File: config.mk
export PLATFORM = sky130hd
export DESIGN_NAME = orx_exec
export DESIGN_NICKNAME = d
export VERILOG_FILES = /design/src/core/orx_pkg.sv /design/src/core/orx_alu_if.sv /design/src/core/orx_or_alu.sv /design/src/core/orx_exec.sv
export SDC_FILE = /design/constraint.sdc
export NUM_CORES = 1
export LEC_CHECK = 0
export ABC_AREA = 1
export CAP_MARGIN = 25
export CORE_ASPECT_RATIO = 0.75
export CORE_UTILIZATION = 45
export DETAILED_ROUTE_END_ITERATION = 12
export DONT_BUFFER_PORTS = 1
export PLACE_DENSITY = 0.69
export SLEW_MARGIN = 20
export SYNTH_ARGS = -nofsm -noshare
export SYNTH_HDL_FRONTEND = slang
export SYNTH_SLANG_ARGS = --single-unit
File: constraint.sdc
create_clock -name mclk -period 1.5 [get_ports mclk]
set_input_delay 0.3 -clock mclk [delete_from_list [all_inputs] [get_ports mclk]]
set_output_delay 0.3 -clock mclk [all_outputs]
set_load 0.02 [all_outputs]
File: src/core/orx_pkg.sv
package orx_pkg;
   localparam int DATA_W = 8;
   localparam int PC_W   = 13;
   localparam int ADDR_W = 8;
   localparam logic [7:0] ACC_RST  = 8'h00;
   localparam logic       ZERO_RST = 1'b0;
   localparam logic       MIE_RST  = 1'b0;
   localparam logic [PC_W-1:0] IRQ_VECTOR_RST = 13'h0004;
   localparam logic [7:0]      MEMWR_RST      = 8'h00;
   localparam logic [PC_W-1:0] PCVAL_RST      = 13'h0000;
   localparam logic            PULSE_RST      = 1'b0;

   typedef enum logic [2:0] {
      OP_NONE,
      OP_OR_MEM_ACC,
      OP_OR_IMM_ACC,
      OP_OR_INTO_MEM,
      OP_SUB_EXIT,
      OP_SUB_EXIT_LOAD_ACC,
      OP_IRQ_EXIT_REENABLE
   } orx_op_t;

   typedef enum logic [1:0] {
      ST_RUN,
      ST_IRQ_TAKE
   } orx_state_t;

   localparam orx_state_t STATE_RST = ST_RUN;
endpackage

File: src/core/orx_alu_if.sv
`timescale 1ns/1ps
// carries the or unit's operands and result between core and alu
interface orx_alu_if;
   logic [7:0] opA;
   logic [7:0] opB;
   logic [7:0] result;
   logic       isZero;
   modport core (output opA, output opB, input result, input isZero);
   modport alu  (input opA, input opB, output result, output isZero);
endinterface

File: src/core/orx_or_alu.sv
`timescale 1ns/1ps
module orx_or_alu
   import orx_pkg::*;
(
   orx_alu_if.alu alu
);
   // pure combinational or with zero detect
   assign alu.result = alu.opA | alu.opB;
   assign alu.isZero = (alu.result == 8'h00);
endmodule

File: src/core/orx_exec.sv
`timescale 1ns/1ps
module orx_exec
   import orx_pkg::*;
(
   input  wire logic            mclk,
   input  wire logic            rst_b,
   input  wire logic            clkEn,
   input  wire logic            opValid,
   input  wire orx_op_t         opCode,
   input  wire logic [7:0]      immData,
   input  wire logic [7:0]      memRdData,
   input  wire logic [PC_W-1:0] stackTop,
   input  wire logic [PC_W-1:0] irqVector,
   input  wire logic            irqPending,
   output logic [7:0]           acc,
   output logic                 zeroFlag,
   output logic                 masterIrqEnable,
   output logic [7:0]           memWrData,
   output logic                 memWrEn,
   output logic                 stackPop,
   output logic                 pcLoad,
   output logic [PC_W-1:0]      pcLoadValue,
   output logic                 irqTaken
);
   ////////////////////////////////////////////////////////////////////////////
   orx_alu_if aluBus();

   logic [7:0]      acc_reg, acc_next;
   logic            zero_reg, zero_next;
   logic            mie_reg, mie_next;
   logic [7:0]      memWr_reg, memWr_next;
   logic            memWrEn_reg, memWrEn_next;
   logic            pop_reg, pop_next;
   logic            pcLoad_reg, pcLoad_next;
   logic [PC_W-1:0] pcVal_reg, pcVal_next;
   orx_state_t      state_reg, state_next;

   orx_or_alu uAlu (
      .alu (aluBus)
   );

   ////////////////////////////////////////////////////////////////////////////
   // opcode classes; the or and exit classes feed the take gate, while the decode cases on opCode itself
   function automatic logic isOrCode(input orx_op_t code);
      return (code == OP_OR_MEM_ACC) || (code == OP_OR_IMM_ACC) || (code == OP_OR_INTO_MEM);
   endfunction

   function automatic logic isExitCode(input orx_op_t code);
      return (code == OP_SUB_EXIT) || (code == OP_SUB_EXIT_LOAD_ACC) || (code == OP_IRQ_EXIT_REENABLE);
   endfunction

   // only the immediate or takes its second operand from the instruction word
   function automatic logic usesImmOperand(input orx_op_t code);
      return code == OP_OR_IMM_ACC;
   endfunction

   ////////////////////////////////////////////////////////////////////////////
   // operand select: immediate form uses the instruction byte
   wire isImm     = usesImmOperand(opCode);
   wire isOrOp    = opValid && isOrCode(opCode);
   wire isReturn  = opValid && isExitCode(opCode);
   wire isIrqExit = opValid && (opCode == OP_IRQ_EXIT_REENABLE);
   assign aluBus.opA = acc_reg;
   assign aluBus.opB = isImm ? immData : memRdData;

   // the shared or result and its zero test feed both the accumulator and the memory write path
   wire [7:0]      orResult   = aluBus.result;
   wire            orZero     = aluBus.isZero;
   // every return form takes the same address off the stack top
   wire [PC_W-1:0] returnAddr = stackTop;

   // mie as it stands after this cycle's instruction; the exit sets it so a pending request is taken next
   wire mieAfter = isIrqExit ? 1'b1 : mie_reg;
   // global gate: nothing is taken while the master enable is clear; an instruction in flight keeps
   // its slot, so a request simply waits for the next cycle without an or or a return in it
   wire takeIrq  = irqPending && mie_reg && !isOrOp && !isReturn;

   ////////////////////////////////////////////////////////////////////////////
   // next-state decode for one instruction
   always_comb begin
      acc_next     = acc_reg;
      zero_next    = zero_reg;
      mie_next     = mieAfter;
      memWr_next   = memWr_reg;
      memWrEn_next = 1'b0;
      pop_next     = 1'b0;
      pcLoad_next  = 1'b0;
      pcVal_next   = pcVal_reg;
      if (opValid) begin
         case (opCode)
            // both accumulator forms write the or result and its zero test
            OP_OR_MEM_ACC, OP_OR_IMM_ACC: begin
               acc_next  = orResult;
               zero_next = orZero;
            end
            // result goes back to memory only; the accumulator keeps its value
            OP_OR_INTO_MEM: begin
               memWr_next   = orResult;
               memWrEn_next = 1'b1;
               zero_next    = orZero;
            end
            // the three returns share the pop and the pc load and leave the zero flag alone
            OP_SUB_EXIT: begin
               pop_next    = 1'b1;
               pcLoad_next = 1'b1;
               pcVal_next  = returnAddr;
            end
            OP_SUB_EXIT_LOAD_ACC: begin
               pop_next    = 1'b1;
               pcLoad_next = 1'b1;
               pcVal_next  = returnAddr;
               acc_next    = immData;
            end
            OP_IRQ_EXIT_REENABLE: begin
               pop_next    = 1'b1;
               pcLoad_next = 1'b1;
               pcVal_next  = returnAddr;
            end
            // no-operation code: everything holds
            default: begin
               acc_next = acc_reg;
            end
         endcase
      end
      // a request still pending after irq_exit_reenable takes the next slot that has no or or return in it
      if (takeIrq) begin
         pcLoad_next = 1'b1;
         pcVal_next  = irqVector;
         mie_next    = 1'b0;
      end
   end

   ////////////////////////////////////////////////////////////////////////////
   // take tracker: a take slot lasts one enabled cycle, and irqTaken shows exactly that slot
   always_comb begin
      state_next = state_reg;
      case (state_reg)
         ST_RUN: begin
            if (takeIrq) begin
               state_next = ST_IRQ_TAKE;
            end
         end
         ST_IRQ_TAKE: begin
            // the take cleared mie, so in practice the tracker drops straight back to run
            state_next = takeIrq ? ST_IRQ_TAKE : ST_RUN;
         end
         default: begin
            state_next = STATE_RST;
         end
      endcase
   end

   ////////////////////////////////////////////////////////////////////////////
   // accumulator and zero flag; clkEn low freezes them with the rest of the state
   always_ff @(posedge mclk or negedge rst_b) begin
      if (!rst_b) begin
         acc_reg  <= ACC_RST;
         zero_reg <= ZERO_RST;
      end else if (clkEn) begin
         acc_reg  <= acc_next;
         zero_reg <= zero_next;
      end
   end

   // master enable; it comes up cleared so nothing is taken before software opens the gate
   always_ff @(posedge mclk or negedge rst_b) begin
      if (!rst_b) begin
         mie_reg <= MIE_RST;
      end else if (clkEn) begin
         mie_reg <= mie_next;
      end
   end

   // memory write port, used by or_into_memory alone
   always_ff @(posedge mclk or negedge rst_b) begin
      if (!rst_b) begin
         memWr_reg   <= MEMWR_RST;
         memWrEn_reg <= PULSE_RST;
      end else if (clkEn) begin
         memWr_reg   <= memWr_next;
         memWrEn_reg <= memWrEn_next;
      end
   end

   // stack pop and program counter load; a frozen cycle holds a pulse rather than dropping it,
   // so whatever consumes these pulses has to stall on the same enable
   always_ff @(posedge mclk or negedge rst_b) begin
      if (!rst_b) begin
         pop_reg    <= PULSE_RST;
         pcLoad_reg <= PULSE_RST;
         pcVal_reg  <= PCVAL_RST;
      end else if (clkEn) begin
         pop_reg    <= pop_next;
         pcLoad_reg <= pcLoad_next;
         pcVal_reg  <= pcVal_next;
      end
   end

   // take tracker register
   always_ff @(posedge mclk or negedge rst_b) begin
      if (!rst_b) begin
         state_reg <= STATE_RST;
      end else if (clkEn) begin
         state_reg <= state_next;
      end
   end

   // architectural state straight from flops
   assign acc             = acc_reg;
   assign zeroFlag        = zero_reg;
   assign masterIrqEnable = mie_reg;

   // memory write side
   assign memWrData       = memWr_reg;
   assign memWrEn         = memWrEn_reg;

   // flow pulses; irqTaken decodes the tracker flop, so it still changes only on the clock
   assign stackPop        = pop_reg;
   assign pcLoad          = pcLoad_reg;
   assign pcLoadValue     = pcVal_reg;
   assign irqTaken        = (state_reg == ST_IRQ_TAKE);
endmodule

==> results of run 1 <==
critical path: cells and delay by family (launching register included):
| family | cells | cell delay [ns] |
|---|---|---|
| AND/OR/NAND/NOR | 4 | 0.44 |
| buffers and inverters | 2 | 0.27 |
| flip-flops | 1 | 0.34 |
| AO/OA/AOI/OAI | 1 | 0.08 |
synthesized netlist by cell type (all sizes together):
master / number
o22ai: 5
a21oi: 6
a31oi: 6
o21ai: 37
buf: 6
nor3: 4
nand4: 7
nand3: 7
inv: 17
dfrtp: 35
nor2: 32
nand2: 58
per-layer routing:
metal  GRT usage (%)  share of wire (%)  vias to the layer above  wire, µm
met5               0                  0                        -         0
met4            7.28                1.2                        0        53
met3            7.36                8.1                        6       358
met2            29.7                 42                       54      1880
met1            35.3                 48                      709      2140
li1                -                  -                      748         -
timing repair:
action / CTS / global route
hold buffers: 2 / 0
setup endpoints to repair: 0 / 0
hold endpoints to repair: 35 / 0
final cells by class:
class | instances | area [µm²]
clock inverters | 1 | 30.0
well taps | 52 | 65.1
inverters | 17 | 63.8
flip-flops and latches | 35 | 876
repair buffers | 5 | 52.6
multi-input cells | 162 | 783
fillers | 370 | 1770
clock buffers | 6 | 72.6
final timing paths:
| kind | start | depth (start not counted) | endpoint |
|---|---|---|---|
| min reg2reg | memWrData[2]$_DFFE_PN0P_ | 2 | memWrData[2]$_DFFE_PN0P_ |
| max | masterIrqEnable$_DFFE_PN0P_ | 7 | pcLoadValue[0]$_DFFE_PN0P_ |
| min | clkEn | 1 | masterIrqEnable$_DFFE_PN0P_ |
| max in group asynchronous | rst_b | 2 | pcLoadValue[7]$_DFFE_PN0P_ |
| max reg2reg | masterIrqEnable$_DFFE_PN0P_ | 7 | pcLoadValue[0]$_DFFE_PN0P_ |
| min in group asynchronous | rst_b | 2 | pcLoadValue[4]$_DFFE_PN0P_ |
power by group through the flow:
stage	registers [mW]	clock network (mW)	logic, mW
after CTS	1.79	0.837	0.605
final	1.79	0.816	0.603
after floorplan	1.77	0	0.457
after detailed placement	1.81	0	0.575
after global routing	1.82	0.880	0.703
after global placement	1.81	0	0.558
cells by family after synthesis:
logic type      share of synthesized area [%]
compound gates                           16.7
buf+inv                                  6.42
flops                                    49.4
simple gates                             27.5
==> results.py, run 1 <==
metrics = {
    "status": {
        "outcome": "completed",
    },
    "place": {
        "dpl_cell_area_mm2": 0.00181,
        "hpwl_mm": 3.26,
        "place_congestion": 0.804,
        "dp.cells": 269,
        "port_buffers": 0,
        "preCtsSetupSlack_ns": 0.0905,
    },
    "synth": {
        "synth.distinct_cells": 21,
        "synth_top_area_share_pct": 49.4,
        "synth_top_cell_by_area": "dfrtp_1",
        "synth.area.top_cells": "dfrtp_1 (49%), nand2_1 (12%), o21ai_0 (7.6%), nor2_1 (6.6%), o21ai_1 (2.8%)",
        "syn_area_per_cell_um2": 8.06,
        "syn_inst": 220,
        "syn_area_mm2": 0.00177,
        "synth_seq_cells": 35,
        "seq_area_frac_synth_pct": 49.4,
        "ys_warn_count": 0,
        "syn-num-nets": 270,
    },
    "sta": {
        "slew_headroom_pct": 73.3,
        "post-route-period-util_pct": 83.7,
        "max_clock_freq_mhz": 796,
        "skew_ns": 0.00199,
        "finalCriticalPeriod_ns": 1.26,
        "fin_ws_ns": 0.244,
        "setup_viol": 0,
        "rsz0062_at_grt": "false",
        "hold_violations": 0,
        "tns_ns": 0,
        "slew_violations": 0,
        "hold_ws_ns": 0.105,
        "worst_pin_slew_ns": 0.399,
    },
    "clock_network": {
        "cts_buffers": 5,
        "root_buffer": "clkbuf_8",
        "cts_tree": "yes",
        "cts-resized-gates": 0,
        "clock_sinks": 35,
        "clkLatencyLatePin_ns": 0.28,
        "post-cts-setup-buffers": 0,
        "cts_buffer_depth": 2,
        "clk_pin_slew_ns": 0.07,
        "cts-htree-levels": 2,
    },
    "worst_setup_path": {
        "cp-start-kind": "register",
        "crit_arrival_ns": 1.42,
        "slowest_delay_ns": 0.34,
        "critical_path_class": "reg2reg",
        "crit_slowest_cell": "dfrtp_1",
        "crit_required_ns": 1.66,
        "path_common_cell": "nand2_1",
        "path_cells": "nand2_1, inv_1, nand3_1, nand2_2, inv_2, nand2_1, o21ai_0",
        "rrSetupSlack_ns": 0.24,
        "critPathCaptureType": "register",
        "cp_max_fo": 14,
    },
    "grt": {
        "grt_max_degree": 36,
        "grt_antenna_before_repair": 0,
        "grt_pass1_vias": 1442,
        "track_usage_pct": 22.9,
        "gr-total-overflow": 0,
        "grt_first_pass_wirelength_mm": 7.16,
    },
    "floorplan": {
        "chipWidth_um": 74.5,
        "fp-row-count": 19,
        "io-pin-count": 85,
        "fp.dieH_um": 56.4,
        "dieArea_mm2": 0.00420,
        "start_util_pct": 47.8,
        "core_area_mm2": 0.00371,
    },
    "run": {
        "cap_violations": 0,
    },
    "power_and_ir_drop": {
        "fin_total_pwr_mw": 3.21,
        "power.internal_mw": 1.95,
        "switching_power_mw": 1.26,
        "ir_worst_vdd_mv": 0.896,
        "power_per_cell_area_mw_per_mm2": 1650,
        "pwr-share-comb_pct": 18.8,
        "p_sw_share_pct": 39.3,
        "clkPwrFrac_pct": 25.4,
        "seqPwrFrac_pct": 55.8,
        "p_leak_nw": 0.915,
    },
    "drt": {
        "drtIter0Drc": 127,
        "vias": 1517,
        "routedWlPerCell_um": 16.0,
        "firstDrtPassIters": 5,
        "drc": 0,
        "drt_wl_total_mm": 4.44,
        "ant_nets": 0,
        "vias_per_cell": 5.46,
    },
    "final_layout": {
        "fin_util_pct": 52.4,
        "instances_no_fill": 278,
        "largest_reg_flops": 13,
        "area_growth_pct": 9.60,
        "final_nets": 276,
        "stdcell_area_mm2": 0.00194,
        "final_cell_mix": "nand2_1 (55), dfrtp_1 (35), nor2_1 (31), o21ai_0 (27), inv_1 (12)",
        "antenna_cells": 0,
        "drive_gt1_share_pct": 10.2,
        "final_common_cell": "nand2_1",
    },
    "min_path": {
        "hold_class": "in2reg",
    },
}
Power figures use the tool's default switching activity.
==> run 2, diff against run 1 <==
==> constraint.sdc (replaced) <==
create_clock -name mclk -period 1.2 [get_ports mclk]
set_input_delay 0.24 -clock mclk [delete_from_list [all_inputs] [get_ports mclk]]
set_output_delay 0.24 -clock mclk [all_outputs]
set_load 0.02 [all_outputs]
==> run 2 against run 1 <==
Non-clock buffer count rose by 15. Via count rose by 7.5%. Clock power rose by 30%. Register-to-register slack got worse by 0.17 ns. Fmax rose by 11%. Largest cell class unchanged. Die area did not move. Clock-buffer cell count fell by 1. Combinational power rose by 74%.
==> results.py, run 2 (synthesis gave the netlist of run 1 again) <==
metrics = {
    "floorplan": {
        "fp-row-count": 19,
        "start_util_pct": 47.8,
        "fp.dieH_um": 56.4,
        "chipWidth_um": 74.5,
        "dieArea_mm2": 0.00420,
        "io-pin-count": 85,
        "core_area_mm2": 0.00371,
    },
    "grt": {
        "grt_antenna_before_repair": 0,
        "grt_first_pass_wirelength_mm": 7.16,
        "grt_pass1_vias": 1490,
        "grt_max_degree": 36,
        "gr-total-overflow": 0,
        "track_usage_pct": 22.7,
    },
    "final_layout": {
        "largest_reg_flops": 13,
        "final_cell_mix": "nand2_1 (53), dfrtp_1 (34), nor2_1 (29), o21ai_0 (22), o21ai_1 (15)",
        "final_nets": 291,
        "final_common_cell": "nand2_1",
        "stdcell_area_mm2": 0.00215,
        "drive_gt1_share_pct": 20.2,
        "area_growth_pct": 21.4,
        "antenna_cells": 0,
    },
    "sta": {
        "slew_violations": 0,
        "slew_headroom_pct": 81.3,
        "finalCriticalPeriod_ns": 1.13,
        "skew_ns": 0.00474,
        "max_clock_freq_mhz": 887,
        "rsz0062_at_grt": "false",
        "hold_violations": 0,
        "tns_ns": 0,
        "worst_pin_slew_ns": 0.279,
        "setup_viol": 0,
        "post-route-period-util_pct": 93.9,
    },
    "min_path": {
        "min_from": "clkEn",
        "hold_class": "in2reg",
        "whs_path_depth": 1,
        "hold_end": "masterIrqEnable$_DFFE_PN0P_",
    },
    "place": {
        "place_congestion": 0.913,
        "dpl_cell_area_mm2": 0.00197,
        "port_buffers": 0,
        "hpwl_mm": 3.34,
    },
    "drt": {
        "firstDrtPassIters": 4,
        "routedWlPerCell_um": 15.4,
        "drc": 0,
        "drtIter0Drc": 126,
        "drt_wl_total_mm": 4.52,
        "vias": 1631,
        "ant_nets": 0,
        "vias_per_cell": 5.55,
    },
    "clock_network": {
        "clock_sinks": 35,
        "cts-htree-levels": 2,
        "cts_tree": "yes",
        "clkLatencyLatePin_ns": 0.28,
        "cts_buffers": 5,
        "post-cts-setup-buffers": 0,
        "clk_pin_slew_ns": 0.07,
        "cts_buffer_depth": 2,
        "root_buffer": "clkbuf_8",
    },
    "run": {
        "cap_violations": 0,
    },
    "worst_setup_path": {
        "crit_required_ns": 1.41,
        "worstReg2RegEnd": "pcLoadValue[12]$_DFFE_PN0P_",
        "path_cells": "nand2_2, inv_2, nand3_2, nand2_4, clkbuf_16, o21ai_0, o21ai_1",
        "rrSetupSlack_ns": 0.07,
        "critPathCaptureType": "register",
        "crit_slowest_cell": "dfrtp_2",
        "crit_arrival_ns": 1.34,
        "ff2ff_path_depth": 7,
        "slowest_delay_ns": 0.37,
        "cp_max_fo": 6,
        "cp-start-kind": "register",
        "r2r-start": "masterIrqEnable$_DFFE_PN0P_",
        "critical_path_class": "reg2reg",
    },
    "status": {
        "outcome": "completed",
    },
    "power_and_ir_drop": {
        "ir_worst_vdd_mv": 1.31,
        "power_per_cell_area_mw_per_mm2": 1980,
        "p_leak_nw": 1.01,
    },
}
-- run 2: power breakdown --
part	total [mW]	internal, mW	switching, mW
logic	1.05	0.436	0.619
clock network	1.06	0.619	0.441
registers	2.14	1.54	0.598
-- run 2: final cells by class --
cell class / instances / area (µm²)
Fill cell: 355 / 1560
Clock buffer: 5 / 68.8
Clock inverter: 3 / 43.8
Inverter: 17 / 68.8
Multi-Input combinational cell: 162 / 808
Tap cell: 52 / 65.1
Sequential cell: 35 / 877
Timing Repair Buffer: 20 / 220
-- run 2: worst max path at each step --
stage / depth (start not counted) / slack [ns] / start / to
2_1_floorplan: 10 / -0.002 / opCode[1] / pcLoadValue[10]$_DFFE_PN0P_
3_3_place_gp: 8 / 0.06 / opCode[0] / zeroFlag$_DFFE_PN0P_
3_5_place_dp: 7 / -0.01 / opCode[0] / pcLoadValue[12]$_DFFE_PN0P_
4_1_cts: 7 / 0.03 / masterIrqEnable$_DFFE_PN0P_ / pcLoadValue[12]$_DFFE_PN0P_
5_1_grt: 7 / 0.0009 / masterIrqEnable$_DFFE_PN0P_ / pcLoadValue[12]$_DFFE_PN0P_
6_report: 7 / 0.07 / masterIrqEnable$_DFFE_PN0P_ / pcLoadValue[12]$_DFFE_PN0P_
-- run 2: per-layer routing --
metal	track usage [%]	up-vias	share of wire (%)
met5	0	-	0
met1	32.3	765	45
met3	8.44	2	11
li1	-	780	-
met2	32.4	84	44
met4	5.66	0	0.35
-- run 2: worst max-delay path: cells and delay by family (launching register included) --
family,cells,cell delay [ns]
DFF,1,0.37
buffers and inverters,2,0.22
AOI/OAI and AO/OA,2,0.20
and+or+nand+nor,3,0.26
-- run 2: what timing repair did --
| item | in CTS | in global routing |
|---|---|---|
| hold endpoints to repair | 35 | 0 |
| hold buffers | 2 | 0 |
| endpoints found under the setup margin | 0 | 15 |
| resized for setup | 0 | 12 |
-- run 2: metrics by stage --
step	hold WS, ns	setup slack, ns	cells	util [%]	power [mW]
3_5_place_dp	-0.0548	-0.0114	283	53.0	3.13
4_1_cts	0.0297	0.0267	293	56.9	4.24
6_report	0.0348	0.0727	294	58.0	4.25
2_1_floorplan	-0.0556	-0.00200	220	-	2.79
3_3_place_gp	-0.0546	0.0646	283	53.0	3.11
5_1_grt	0.0259	0.000945	294	58.0	4.51
==> run 3, diff against run 2 <==
--- a/config.mk
+++ b/config.mk
@@ -7,11 +7,13 @@
 export LEC_CHECK = 0
 export ABC_AREA = 1
 export CAP_MARGIN = 25
+export CELL_PAD_IN_SITES_DETAIL_PLACEMENT = 0
+export CELL_PAD_IN_SITES_GLOBAL_PLACEMENT = 1
 export CORE_ASPECT_RATIO = 0.75
-export CORE_UTILIZATION = 45
+export CORE_UTILIZATION = 43
 export DETAILED_ROUTE_END_ITERATION = 12
 export DONT_BUFFER_PORTS = 1
-export PLACE_DENSITY = 0.69
+export PLACE_DENSITY = 0.86
 export SLEW_MARGIN = 20
 export SYNTH_ARGS = -nofsm -noshare
 export SYNTH_HDL_FRONTEND = slang
==> run 3 against run 2 <==
Clock skew is 0.0022 ns higher. Critical path depth stayed put. Cell area is 1.3% higher. Fmax is 0.53% higher. Critical endpoint is now pcLoadValue[5]$_DFFE_PN0P_. Hold slack better by 0.0060 ns. Flip-flop and latch count stayed put. Highest routed layer unchanged. Routed wire length is 3.5% higher. Power is 0.25% higher. Final cell count is 3.7% higher.
==> results.py, run 3 (synthesis gave the netlist of run 1 again) <==
metrics = {
    "final_layout": {
        "antenna_cells": 0,
        "instances_no_fill": 305,
        "n_fill_cell": 371,
        "largest_reg_flops": 13,
        "final_cell_mix": "nand2_1 (54), dfrtp_1 (34), nor2_1 (30), buf_4 (28), o21ai_0 (24)",
        "final_common_cell": "nand2_1",
        "area_growth_pct": 22.9,
        "drive_gt1_share_pct": 22.9,
        "stdcell_area_mm2": 0.00218,
        "fin_util_pct": 57.3,
        "final_nets": 302,
    },
    "place": {
        "place_congestion": 0.889,
        "dpl_cell_area_mm2": 0.00203,
        "port_buffers": 0,
        "dp.cells": 295,
        "hpwl_mm": 3.51,
        "preCtsSetupSlack_ns": 0.0510,
    },
    "power_and_ir_drop": {
        "power_per_cell_area_mw_per_mm2": 1960,
        "fin_total_pwr_mw": 4.26,
        "p_sw_share_pct": 38.7,
        "switching_power_mw": 1.65,
        "pwr-share-comb_pct": 24.9,
        "ir_worst_vdd_mv": 1.47,
        "power.internal_mw": 2.61,
        "clkPwrFrac_pct": 24.9,
        "seqPwrFrac_pct": 50.2,
        "p_leak_nw": 1.05,
    },
    "sta": {
        "finalCriticalPeriod_ns": 1.12,
        "slew_headroom_pct": 80.4,
        "slew_violations": 0,
        "max_clock_freq_mhz": 892,
        "post-route-period-util_pct": 93.4,
        "fin_ws_ns": 0.0787,
        "worst_pin_slew_ns": 0.292,
        "hold_ws_ns": 0.0408,
        "rsz0062_at_grt": "false",
        "tns_ns": 0,
        "skew_ns": 0.00690,
        "hold_violations": 0,
        "setup_viol": 0,
    },
    "worst_setup_path": {
        "crit_required_ns": 1.42,
        "critical_path_class": "reg2reg",
        "path_cells": "nand2_1, inv_2, nand3_2, nand2_2, buf_4, o21ai_0, o21ai_1",
        "critPathCaptureType": "register",
        "cp-start-kind": "register",
        "crit_arrival_ns": 1.34,
        "slowest_delay_ns": 0.36,
        "cp_max_fo": 9,
        "crit_slowest_cell": "dfrtp_2",
    },
    "status": {
        "outcome": "completed",
    },
    "floorplan": {
        "fp-row-count": 19,
        "chipWidth_um": 76.1,
        "core_area_mm2": 0.00380,
        "start_util_pct": 46.6,
        "io-pin-count": 85,
        "fp.dieH_um": 57.6,
        "dieArea_mm2": 0.00439,
    },
    "clock_network": {
        "cts-htree-levels": 2,
        "root_buffer": "clkbuf_8",
        "cts_tree": "yes",
        "clock_sinks": 35,
        "post-cts-setup-buffers": 0,
        "cts_buffer_depth": 2,
        "cts_buffers": 5,
        "clkLatencyLatePin_ns": 0.28,
        "clk_pin_slew_ns": 0.08,
    },
    "grt": {
        "grt_pass1_vias": 1522,
        "track_usage_pct": 22.5,
        "grt_first_pass_wirelength_mm": 7.69,
        "grt_max_degree": 36,
        "gr-total-overflow": 0,
        "grt_antenna_before_repair": 0,
    },
    "drt": {
        "drt_wl_total_mm": 4.68,
        "ant_nets": 0,
        "drc": 0,
        "vias_per_cell": 5.45,
        "drtIter0Drc": 159,
        "vias": 1661,
        "firstDrtPassIters": 5,
        "routedWlPerCell_um": 15.3,
    },
    "min_path": {
        "hold_class": "in2reg",
    },
    "run": {
        "cap_violations": 0,
    },
}
run 3: cell count changes in the layout (fill, tap and decap cells not counted), sizes merged:
cell	change
buf	+12
clkbuf	-1
run 3: path summary, 6_finish.rpt:
| kind | startpoint | to | slack, ns | depth (start not counted) |
|---|---|---|---|---|
| worst max-delay path | masterIrqEnable$_DFFE_PN0P_ | pcLoadValue[5]$_DFFE_PN0P_ | 0.08 | 7 |
| worst min-delay path | clkEn | masterIrqEnable$_DFFE_PN0P_ | 0.04 | 1 |
| worst max register to register | masterIrqEnable$_DFFE_PN0P_ | pcLoadValue[5]$_DFFE_PN0P_ | 0.08 | 7 |
| worst min register to register | acc[5]$_DFFE_PN0P_ | acc[5]$_DFFE_PN0P_ | 0.58 | 2 |
| max in group asynchronous | rst_b | masterIrqEnable$_DFFE_PN0P_ | 0.58 | 2 |
| min in group asynchronous | rst_b | pcLoadValue[9]$_DFFE_PN0P_ | 0.43 | 2 |
run 3: routing by layer:
metal / vias up / GRT usage, % / wire length (µm)
li1: 800 / - / -
met1: 774 / 33.7 / 2310
met2: 82 / 31.3 / 1920
met3: 5 / 6.77 / 410
met4: 0 / 6.59 / 38
met5: - / 0 / 0
run 3: final cells by class:
cell class | count | area, µm² | area share, %
sequential | 35 | 877 | 40.2
multi-input combinational | 162 | 798 | 36.6
timing repair buffer | 31 | 260 | 11.9
clock buffer | 5 | 68.8 | 3.16
inverter | 17 | 66.3 | 3.04
tap | 52 | 65.1 | 2.99
clock inverter | 3 | 43.8 | 2.01
run 3: worst max-delay path: cells and delay by family (launching register included):
kind / cells / cell delay, ns
AOI/OAI and AO/OA: 2 / 0.23
and+or+nand+nor: 3 / 0.24
DFF: 1 / 0.36
buffers and inverters: 2 / 0.24
run 3: timing repair:
item | 4_1_cts | 5_1_grt
hold buffers | 2 | 0
endpoints found under the hold margin | 35 | 0
gates resized for setup | 0 | 6
setup endpoints to repair | 0 | 9
run 3: power by group through the flow:
stage	clock, mW	sequential [mW]	combinational [mW]
2_1_floorplan	0	2.21	0.579
3_3_place_gp	0	2.15	1.01
3_5_place_dp	0	2.16	1.02
4_1_cts	1.09	2.14	1.06
5_1_grt	1.14	2.18	1.19
6_report	1.06	2.14	1.06
